==> config.mk <==
export PLATFORM = sky130hd
export DESIGN_NAME = sccs_top
export DESIGN_NICKNAME = d
export VERILOG_FILES = /design/src/sccs_pkg.sv /design/src/sccs_link_sync.sv /design/src/sccs_top.sv
export SDC_FILE = /design/constraint.sdc
export NUM_CORES = 1
export LEC_CHECK = 0
export BUFFER_PORTS_ARGS = -buffer_cell sky130_fd_sc_hd__clkbuf_2
export CORE_MARGIN = 10
export CORE_UTILIZATION = 61
export CTS_BUF_LIST = sky130_fd_sc_hd__clkbuf_16
export CTS_CLUSTER_SIZE = 20
export DETAILED_ROUTE_END_ITERATION = 6
export MAX_ROUTING_LAYER = met4
export PLACE_DENSITY = 0.77
export SLEW_MARGIN = 20
export SYNTH_ARGS = -nofsm -noshare
export SYNTH_HDL_FRONTEND = slang
export SYNTH_SLANG_ARGS = --single-unit
==> constraint.sdc <==
create_clock -name CORE_CLK_I -period 2.4 [get_ports CORE_CLK_I]
set_clock_uncertainty 0.05 [all_clocks]
set_input_delay 0 -clock CORE_CLK_I [delete_from_list [all_inputs] [get_ports CORE_CLK_I]]
set_output_delay 0 -clock CORE_CLK_I [all_outputs]
set_load 0.02 [all_outputs]
==> src/sccs_pkg.sv <==
// What this block does
// - Write: address with write bit is acked, then the start index N is acked.
// - The write byte count X is acked before any register data moves.
// - Each write data byte is acked; it is stored only at index 0-3 or 7, others drop it.
// - Read: index written first, then repeated start and read address, acked.
// - Read returns byte count first, then registers from index N onward.
// - Bus address follows the latched address-select strap, for both directions.
// - Register 0 bits 2:1 enable the two outputs; 0 forces low, reset 1.
// - Register 1 bits 7:6 read back the latched spread strap level.
// - Register 1 bit 5 picks strap or software spread amount, reset 0.
// - Register 1 bits 4:3: 00 off, 01 -0.25%, 10 reserved, 11 -0.5%.
// - Software spread bits do nothing until register 1 bit 5 is 1.
// - Register 1 bits 1:0 pick output amplitude, reset value 10.
// - Register 2 bits 2:1 pick slow or fast edges per output, reset 1.
// - At -0.5% spread the centre is 99.75 MHz, period 10.02506 ns.
// - Register 7 byte count is sent as the first read byte and again when index 7 is read, reset eight bytes.
// - Register 4 is reserved and always reads FF.
package sccs_pkg;
	localparam logic [7:0] IDX_OE       = 8'h00;
	localparam logic [7:0] IDX_SPREAD   = 8'h01;
	localparam logic [7:0] IDX_EDGE     = 8'h02;
	localparam logic [7:0] IDX_REF      = 8'h03;
	localparam logic [7:0] IDX_RSVD     = 8'h04;
	localparam logic [7:0] IDX_REV      = 8'h05;
	localparam logic [7:0] IDX_DEV      = 8'h06;
	localparam logic [7:0] IDX_BCNT     = 8'h07;
	localparam int         OE_LSB       = 1;
	localparam int         RB_LSB       = 6;
	localparam int         OVR_BIT      = 5;
	localparam int         AMT_LSB      = 3;
	localparam int         AMP_LSB      = 0;
	localparam int         EDGE_LSB     = 1;
	localparam logic [1:0] OE_RST       = 2'h3;
	localparam logic       OVR_RST      = 1'h0;
	localparam logic [1:0] AMT_RST      = 2'h0;
	localparam logic [1:0] AMP_RST      = 2'h2;
	localparam logic [1:0] EDGE_RST     = 2'h3;
	localparam logic [7:0] REF_RST      = 8'h5F;
	localparam logic [4:0] BC_RST       = 5'h08;
	localparam logic [7:0] RSVD_VAL     = 8'hFF;
	localparam logic [1:0] AMT_RESERVED = 2'h2;
	localparam logic [1:0] SPREAD_OFF   = 2'h0;
	localparam logic [3:0] BYTE_BITS    = 4'h8;
	localparam logic [3:0] LAST_TX_BIT  = 4'h7;
	localparam logic [1:0] STRAP_SETTLE = 2'h2;
	localparam real        SS05_CTR_MHZ = 99.75;
	localparam real        SS05_PER_NS  = 10.02506;

	typedef enum logic [2:0] {
		ST_IDLE   = 3'h0,
		ST_RX     = 3'h1,
		ST_RX_ACK = 3'h2,
		ST_TX     = 3'h3,
		ST_TX_ACK = 3'h4
	} sccs_state_e;

	typedef enum logic [1:0] {
		BK_ADDR  = 2'h0,
		BK_INDEX = 2'h1,
		BK_COUNT = 2'h2,
		BK_DATA  = 2'h3
	} sccs_kind_e;

	typedef struct packed {
		logic scl_rise;
		logic scl_fall;
		logic start;
		logic stop;
		logic sda;
	} sccs_link_s;
endpackage

==> src/sccs_link_sync.sv <==
`timescale 1ns/1ps
module sccs_link_sync (
	input  wire logic                clk_i,
	input  wire logic                rst_i,
	input  wire logic                scl_i,
	input  wire logic                sda_i,
	output sccs_pkg::sccs_link_s     ev_o
);
	logic [1:0] meta_q;
	logic [1:0] sync_q;
	logic [1:0] prev_q;
	logic [1:0] pin;

	assign pin = {scl_i, sda_i};

	// Two flops per pin, then one more stage for edge detection.
	for (genvar i = 0; i < 2; i++) begin : g_sync
		always_ff @(posedge clk_i or posedge rst_i) begin
			if (rst_i) begin
				meta_q[i] <= 1'h1;
				sync_q[i] <= 1'h1;
				prev_q[i] <= 1'h1;
			end else begin
				meta_q[i] <= pin[i];
				sync_q[i] <= meta_q[i];
				prev_q[i] <= sync_q[i];
			end
		end
	end

	// One driver for the whole event word.
	always_comb begin
		ev_o          = '0;
		ev_o.scl_rise = sync_q[1] & ~prev_q[1];
		ev_o.scl_fall = ~sync_q[1] & prev_q[1];
		ev_o.start    = sync_q[1] & prev_q[1] & prev_q[0] & ~sync_q[0];
		ev_o.stop     = sync_q[1] & prev_q[1] & ~prev_q[0] & sync_q[0];
		ev_o.sda      = sync_q[0];
	end
endmodule

==> src/sccs_top.sv <==
`timescale 1ns/1ps
module sccs_top #(
	parameter logic [6:0] BUS_ADDR_0 = 7'h50,
	parameter logic [6:0] BUS_ADDR_1 = 7'h52,
	// Identification values are arbitrary.
	parameter logic [7:0] REV_ID     = 8'h00,
	parameter logic [7:0] DEV_ID     = 8'h00
) (
	input  wire logic       CORE_CLK_I,
	input  wire logic       RST_I,
	input  wire logic       SCL_I,
	input  wire logic       SDA_I,
	output logic            SDA_O,
	output logic            SDA_OE_O,
	input  wire logic       ADDR_SEL_STRAP_I,
	input  wire logic [1:0] SPREAD_STRAP_I,
	output logic [1:0]      DIFF_OUT_EN_O,
	output logic [1:0]      SPREAD_AMOUNT_O,
	output logic [1:0]      AMPLITUDE_SEL_O,
	output logic [1:0]      EDGE_FAST_O
);
	sccs_pkg::sccs_link_s  ev;
	sccs_pkg::sccs_state_e state_q;
	sccs_pkg::sccs_kind_e  kind_q;
	logic [3:0] cnt_q;
	logic [7:0] shr_q;
	logic [7:0] tx_q;
	logic [7:0] idx_q;
	logic       rw_q;
	logic       oe_q;
	logic       sda_o_q;
	logic [2:0] strap_meta_q;
	logic [2:0] strap_sync_q;
	logic [1:0] settle_q;
	logic       latched_q;
	logic       addr_sel_q;
	logic [1:0] strap_rb_q;
	logic [1:0] out_en_q;
	logic       ovr_q;
	logic [1:0] amt_q;
	logic [1:0] amp_q;
	logic [1:0] edge_q;
	logic [7:0] ref_q;
	logic [4:0] bc_q;
	logic [1:0] spread_q;
	logic [6:0] my_addr;
	logic       byte_end;
	logic       addr_hit;
	logic       wr_stb;
	logic [7:0] rd_byte;
	logic [7:0] count_byte;
	logic [2:0] strap_pin;

	sccs_link_sync u_sync (
		.clk_i (CORE_CLK_I),
		.rst_i (RST_I),
		.scl_i (SCL_I),
		.sda_i (SDA_I),
		.ev_o  (ev)
	);

	assign strap_pin = {ADDR_SEL_STRAP_I, SPREAD_STRAP_I};

	// Strap pins pass two flops before they are latched.
	for (genvar i = 0; i < 3; i++) begin : g_strap
		always_ff @(posedge CORE_CLK_I or posedge RST_I) begin
			if (RST_I) begin
				strap_meta_q[i] <= 1'h0;
				strap_sync_q[i] <= 1'h0;
			end else begin
				strap_meta_q[i] <= strap_pin[i];
				strap_sync_q[i] <= strap_meta_q[i];
			end
		end
	end

	// Straps are caught once, shortly after reset release.
	always_ff @(posedge CORE_CLK_I or posedge RST_I) begin
		if (RST_I) begin
			settle_q   <= 2'h0;
			latched_q  <= 1'h0;
			addr_sel_q <= 1'h0;
			strap_rb_q <= 2'h0;
		end else if (!latched_q) begin
			settle_q <= settle_q + 2'h1;
			if (settle_q == sccs_pkg::STRAP_SETTLE) begin
				latched_q  <= 1'h1;
				addr_sel_q <= strap_sync_q[2];
				strap_rb_q <= strap_sync_q[1:0];
			end
		end
	end

	assign my_addr    = addr_sel_q ? BUS_ADDR_1 : BUS_ADDR_0;
	assign addr_hit   = shr_q[7:1] == my_addr;
	assign byte_end   = state_q == sccs_pkg::ST_RX && ev.scl_fall
		&& cnt_q == sccs_pkg::BYTE_BITS;
	assign wr_stb     = byte_end && kind_q == sccs_pkg::BK_DATA;
	assign count_byte = {3'h0, bc_q};

	// Read view of the register bank at the current index.
	always_comb begin
		unique case (idx_q)
			sccs_pkg::IDX_OE:     rd_byte = {5'h1F, out_en_q, 1'h1};
			sccs_pkg::IDX_SPREAD: rd_byte = {strap_rb_q, ovr_q, amt_q,
				1'h1, amp_q};
			sccs_pkg::IDX_EDGE:   rd_byte = {5'h1F, edge_q, 1'h1};
			sccs_pkg::IDX_REF:    rd_byte = ref_q;
			sccs_pkg::IDX_RSVD:   rd_byte = sccs_pkg::RSVD_VAL;
			sccs_pkg::IDX_REV:    rd_byte = REV_ID;
			sccs_pkg::IDX_DEV:    rd_byte = DEV_ID;
			sccs_pkg::IDX_BCNT:   rd_byte = count_byte;
			default:              rd_byte = 8'h00;
		endcase
	end

	// Byte-level protocol engine.
	always_ff @(posedge CORE_CLK_I or posedge RST_I) begin
		if (RST_I) begin
			state_q <= sccs_pkg::ST_IDLE;
			kind_q  <= sccs_pkg::BK_ADDR;
			cnt_q   <= 4'h0;
			shr_q   <= 8'h00;
			tx_q    <= 8'h00;
			idx_q   <= 8'h00;
			rw_q    <= 1'h0;
			oe_q    <= 1'h0;
		end else if (ev.stop) begin
			state_q <= sccs_pkg::ST_IDLE;
			oe_q    <= 1'h0;
		end else if (ev.start) begin
			state_q <= sccs_pkg::ST_RX;
			kind_q  <= sccs_pkg::BK_ADDR;
			cnt_q   <= 4'h0;
			oe_q    <= 1'h0;
		end else begin
			unique case (state_q)
				sccs_pkg::ST_IDLE: begin
					oe_q <= 1'h0;
				end
				sccs_pkg::ST_RX: begin
					if (ev.scl_rise && cnt_q != sccs_pkg::BYTE_BITS) begin
						shr_q <= {shr_q[6:0], ev.sda};
						cnt_q <= cnt_q + 4'h1;
					end
					if (byte_end) begin
						if (kind_q == sccs_pkg::BK_ADDR && !addr_hit) begin
							state_q <= sccs_pkg::ST_IDLE;
						end else begin
							state_q <= sccs_pkg::ST_RX_ACK;
							oe_q    <= 1'h1;
						end
						if (kind_q == sccs_pkg::BK_ADDR) begin
							rw_q <= shr_q[0];
						end
						if (kind_q == sccs_pkg::BK_INDEX) begin
							idx_q <= shr_q;
						end
						if (kind_q == sccs_pkg::BK_DATA) begin
							idx_q <= idx_q + 8'h01;
						end
					end
				end
				sccs_pkg::ST_RX_ACK: begin
					if (ev.scl_fall) begin
						cnt_q <= 4'h0;
						if (kind_q == sccs_pkg::BK_ADDR && rw_q) begin
							state_q <= sccs_pkg::ST_TX;
							tx_q    <= count_byte;
							oe_q    <= ~count_byte[7];
						end else begin
							state_q <= sccs_pkg::ST_RX;
							oe_q    <= 1'h0;
							unique case (kind_q)
								sccs_pkg::BK_ADDR:  kind_q <= sccs_pkg::BK_INDEX;
								sccs_pkg::BK_INDEX: kind_q <= sccs_pkg::BK_COUNT;
								sccs_pkg::BK_COUNT: kind_q <= sccs_pkg::BK_DATA;
								sccs_pkg::BK_DATA:  kind_q <= sccs_pkg::BK_DATA;
							endcase
						end
					end
				end
				sccs_pkg::ST_TX: begin
					if (ev.scl_fall) begin
						if (cnt_q == sccs_pkg::LAST_TX_BIT) begin
							state_q <= sccs_pkg::ST_TX_ACK;
							oe_q    <= 1'h0;
						end else begin
							tx_q  <= {tx_q[6:0], 1'h0};
							oe_q  <= ~tx_q[6];
							cnt_q <= cnt_q + 4'h1;
						end
					end
				end
				sccs_pkg::ST_TX_ACK: begin
					if (ev.scl_rise && ev.sda) begin
						state_q <= sccs_pkg::ST_IDLE;
					end else if (ev.scl_fall) begin
						state_q <= sccs_pkg::ST_TX;
						cnt_q   <= 4'h0;
						tx_q    <= rd_byte;
						oe_q    <= ~rd_byte[7];
						idx_q   <= idx_q + 8'h01;
					end
				end
				default: begin
					state_q <= sccs_pkg::ST_IDLE;
				end
			endcase
		end
	end

	// Register bank writes.
	always_ff @(posedge CORE_CLK_I or posedge RST_I) begin
		if (RST_I) begin
			out_en_q <= sccs_pkg::OE_RST;
			ovr_q    <= sccs_pkg::OVR_RST;
			amt_q    <= sccs_pkg::AMT_RST;
			amp_q    <= sccs_pkg::AMP_RST;
			edge_q   <= sccs_pkg::EDGE_RST;
			ref_q    <= sccs_pkg::REF_RST;
			bc_q     <= sccs_pkg::BC_RST;
		end else if (wr_stb) begin
			unique case (idx_q)
				sccs_pkg::IDX_OE: begin
					out_en_q <= shr_q[sccs_pkg::OE_LSB +: 2];
				end
				sccs_pkg::IDX_SPREAD: begin
					ovr_q <= shr_q[sccs_pkg::OVR_BIT];
					amt_q <= shr_q[sccs_pkg::AMT_LSB +: 2];
					amp_q <= shr_q[sccs_pkg::AMP_LSB +: 2];
				end
				sccs_pkg::IDX_EDGE: begin
					edge_q <= shr_q[sccs_pkg::EDGE_LSB +: 2];
				end
				sccs_pkg::IDX_REF: begin
					ref_q <= shr_q;
				end
				sccs_pkg::IDX_BCNT: begin
					bc_q <= shr_q[4:0];
				end
				default: begin
				end
			endcase
		end
	end

	// Spread amount: strap code until software takes over.
	always_ff @(posedge CORE_CLK_I or posedge RST_I) begin
		if (RST_I) begin
			spread_q <= sccs_pkg::SPREAD_OFF;
		end else if (!ovr_q) begin
			spread_q <= strap_rb_q;
		end else if (amt_q == sccs_pkg::AMT_RESERVED) begin
			spread_q <= sccs_pkg::SPREAD_OFF;
		end else begin
			spread_q <= amt_q;
		end
	end

	always_ff @(posedge CORE_CLK_I or posedge RST_I) begin
		if (RST_I) begin
			sda_o_q <= 1'h0;
		end else begin
			sda_o_q <= 1'h0;
		end
	end

	assign SDA_O           = sda_o_q;
	assign SDA_OE_O        = oe_q;
	assign DIFF_OUT_EN_O   = out_en_q;
	assign SPREAD_AMOUNT_O = spread_q;
	assign AMPLITUDE_SEL_O = amp_q;
	assign EDGE_FAST_O     = edge_q;
endmodule

==> Flow_metrics.wiki <==
{| class="wikitable"
! Metric !! Value
|-
| Status || completed
|-
| Antenna Violating Nets Remaining || 0
|-
| Clock sinks || 76
|-
| Number of instances in the synthesized netlist || 359
|-
| Final Critical Period || 2.24 ns
|-
| Global-route usage over all layers || 18.3%
|-
| Vias in the first global route || 2,860
|-
| Cell types with the highest counts after synthesis || sky130_fd_sc_hd__dfrtp_1, sky130_fd_sc_hd__mux2_2, sky130_fd_sc_hd__a21oi_1
|-
| Routability-driven placement congestion ratio || 0.910
|-
| Tightest slew margin relative to the limit || 53.4%
|-
| Number of standard cells in the final layout excluding fillers || 459
|-
| Maximum number of pins on one net before global-route repair || 77
|-
| Async SR Flop Fraction || 100%
|-
| Effective utilization at floorplan || 64.0%
|-
| Maximum frequency from static timing analysis || 446 MHz
|-
| Diode count || 0
|-
| CTS tree || done
|-
| Final routed DRC violation total || 0
|-
| Crit path buf inv count || 0
|-
| Main area contributors after synthesis || sky130_fd_sc_hd__dfrtp_1, sky130_fd_sc_hd__dfstp_2, sky130_fd_sc_hd__mux2_2
|-
| Cells traversed along the worst timing path || or3b_2 > or2_2 > a21oi_4 > o21ai_0 > a22o_1
|-
| Synth warn || 0
|-
| Final setup fails || 0
|-
| Power per unit of standard cell area || 970 mW/mm^2
|-
| Largest delay share family, worst path || simple AND/OR/NAND/NOR gates
|-
| Total wirelength of the detailed-routed design || 8.46 mm
|-
| Layout filler cell count || 412
|-
| Die Span Y || 99.5 um
|-
| Worst IR drop on VDD || 0.613 mV
|-
| Slowest cell on crit path || sky130_fd_sc_hd__dfrtp_1
|-
| Total core area || 0.00603 mm^2
|-
| Count of input and output buffers || 15
|-
| Ys flop type || sky130_fd_sc_hd__dfrtp_1
|-
| Antenna violations before repair || 0
|-
| Avg Cell Area, Syn || 10.7 um^2
|-
| Area used by multi-input combinational logic || 0.00180 mm^2
|-
| Startpoint type of the worst setup path || flip-flop
|-
| Post-Synthesis Net Count || 373
|-
| EDFF count, synth || 0
|-
| Stage delay of the slowest cell on the critical path || 0.54 ns
|-
| Pins Over Slew Limit || 0
|-
| Rows || 28
|-
| Period Utilization, post-route || 93.5%
|-
| Detailed router's first-iteration violation count || 212
|-
| Sequential fraction of the synthesis area || 49.9%
|-
| Unrepaired setup endpoints after global routing || false
|-
| Global-route wire length before repair || 14.3 mm
|-
| Reg area || 0.00192 mm^2
|-
| Number of storage elements in the synthesis netlist || 76
|-
| Signal arrival time at the worst endpoint || 2.42 ns
|-
| Worst-case setup slack after placement || 0.198 ns
|-
| DIE AREA || 0.00990 mm^2
|-
| Leak || 1.90 nW
|-
| Clock edge transition at the registers on the reported setup and hold paths || 0.06 ns
|-
| Via density per instance || 6.40
|-
| Final worst setup slack || 0.156 ns
|-
| Count of cell types in the netlist || 57
|-
| Final HPWL DP || 5.74 mm
|-
| Nature of the critical path endpoint || flip-flop
|-
| Later-pin clock latency in the skew report || 0.34 ns
|-
| Total number of vias || 2,938
|-
| Kind of critical path || flip-flop to flip-flop
|-
| Wirelength per Cell || 18.4 um
|-
| Most common cell in the netlist || sky130_fd_sc_hd__dfrtp_1
|-
| Final global-route overflow total || 0
|-
| Total negative slack || 0 ns
|-
| Fin. Hold Viols || 0
|-
| Data required time at the worst endpoint || 2.58 ns
|-
| Synthesized area || 0.00386 mm^2
|-
| Fraction of layout cells with a size suffix above 1 || 28.9%
|-
| Layout net count || 393
|-
| Worst Tran Pin Value || 0.699 ns
|-
| Max-Cap Viols || 0
|-
| Crit Path Max Fanout || 16
|-
| Area leader, netlist || sky130_fd_sc_hd__dfrtp_1
|-
| Die outline width || 99.5 um
|-
| H-tree levels || 3
|-
| Layout overhead on the synthesized area || 13.7%
|-
| Area share of the largest cell type after synthesis || 37.6%
|-
| Clock root buffer master || sky130_fd_sc_hd__clkbuf_16
|-
| Instance count after placement with tap cells included || 437
|-
| CTS buffer count || 9
|-
| Ports placed on the boundary || 17
|-
| Worst hold path type || input port to asynchronous set/reset pin
|-
| Clock tree buffer depth || 2
|-
| Detailed-routing iteration count for the pre-antenna-repair pass || 4
|}
==> worst register-to-register path: stages, from the launching register on <==
cell and delay [ns]:
sky130_fd_sc_hd__dfrtp_1 0.54, sky130_fd_sc_hd__or3b_2 0.49, sky130_fd_sc_hd__or2_2 0.32, sky130_fd_sc_hd__a21oi_4 0.36, sky130_fd_sc_hd__o21ai_0 0.17, sky130_fd_sc_hd__a22o_1 0.20
==> area by class of cell <==
type / instances / share of cell area (%)
inverters: 10 / 0.856
clock inverters: 7 / 1.88
well taps: 75 / 2.14
multi-input cells: 251 / 41.0
repair buffers: 31 / 5.08
clock buffers: 9 / 5.13
flip-flops and latches: 76 / 43.9
==> cells by family after synthesis <==
logic type | synth area share (%)
AO/OA/AOI/OAI | 17.3
XOR/XNOR | 0.908
buffers and inverters | 3.44
other | 0.0972
multiplexers | 11.8
AND/OR/NAND/NOR | 14.3
flip-flops | 49.9
adder cells (fa/ha/maj) | 2.27
==> power by group <==
group          leakage [nW]  total (mW)  internal [mW]  switching, mW
clock network         0.150        1.39          0.824          0.568
registers             0.934        1.77           1.48          0.289
logic                 0.812        1.10          0.490          0.605
==> flip-flops by register name, indices dropped and copies added (netlist names), 3 cells and up <==
register	cells
bc_q	5
cnt_q	4
idx_q	8
ref_q	8
shr_q	8
state_q	3
strap_meta_q	3
strap_sync_q	3
tx_q	7
==> cells in the final DEF (no fill, tap or decap), drive strengths merged, types with 3 or more instances in the layout <==
cell          n
xnor2         4
a221oi        8
dlygate4sd3   6
nand3        10
nor2         14
a21oi        29
dfstp        18
or2           3
or3b          3
mux2i         4
o21ai        26
ha            7
nor3b         7
inv          14
a22oi         7
and3b         3
mux2         37
dfrtp        58
nand2        21
clkbuf       24
nand4         4
a211oi        3
buf          10
a31oi         5
o22ai         9
nand2b        8
nor2b         5
nor3          7
==> timing repair <==
item / in CTS / in global routing
hold buffers: 6 / 0
setup buffers: 0 / 0
hold endpoints to repair: 81 / 0
gates resized for setup: 0 / 0
==> through the flow <==
step	instance area, um^2	hold WS, ns	total power, mW	utilization, %
3_5_place_dp	4020	0.0440	2.85	66.7
2_1_floorplan	3860	-0.0455	2.52	-
4_1_cts	4390	0.241	4.25	72.8
3_3_place_gp	4020	0.0373	2.81	66.7
5_1_grt	4390	0.259	4.48	72.8
6_report	4390	0.240	4.25	72.8
==> final timing paths <==
check	to	cells past startpoint	slack [ns]	startpoint
max	idx_q[0]$_DFFE_PP0P_	5	0.16	state_q[2]$_DFFE_PP0P_
min	SPREAD_AMOUNT_O[1]$_DFF_PP0_	4	0.24	RST_I
max reg2reg	idx_q[0]$_DFFE_PP0P_	5	0.16	state_q[2]$_DFFE_PP0P_
min reg2reg	strap_sync_q[2]$_DFF_PP0_	0	0.30	strap_meta_q[2]$_DFF_PP0_
max in group asynchronous	EDGE_FAST_O[1]$_DFFE_PP1P_	4	1.73	RST_I
min in group CORE_CLK_I	u_sync.meta_q[1]$_DFF_PP1_	2	0.25	SCL_I
==> per-layer routing <==
layer	track usage, %	part of all wire [%]	vias up
li1	-	-	1364
met2	25.8	44	97
met5	-	0	-
met3	3.53	5.4	28
met1	24.8	47	1449
met4	8.38	3.4	0
(Power assumes the default switching activity.)
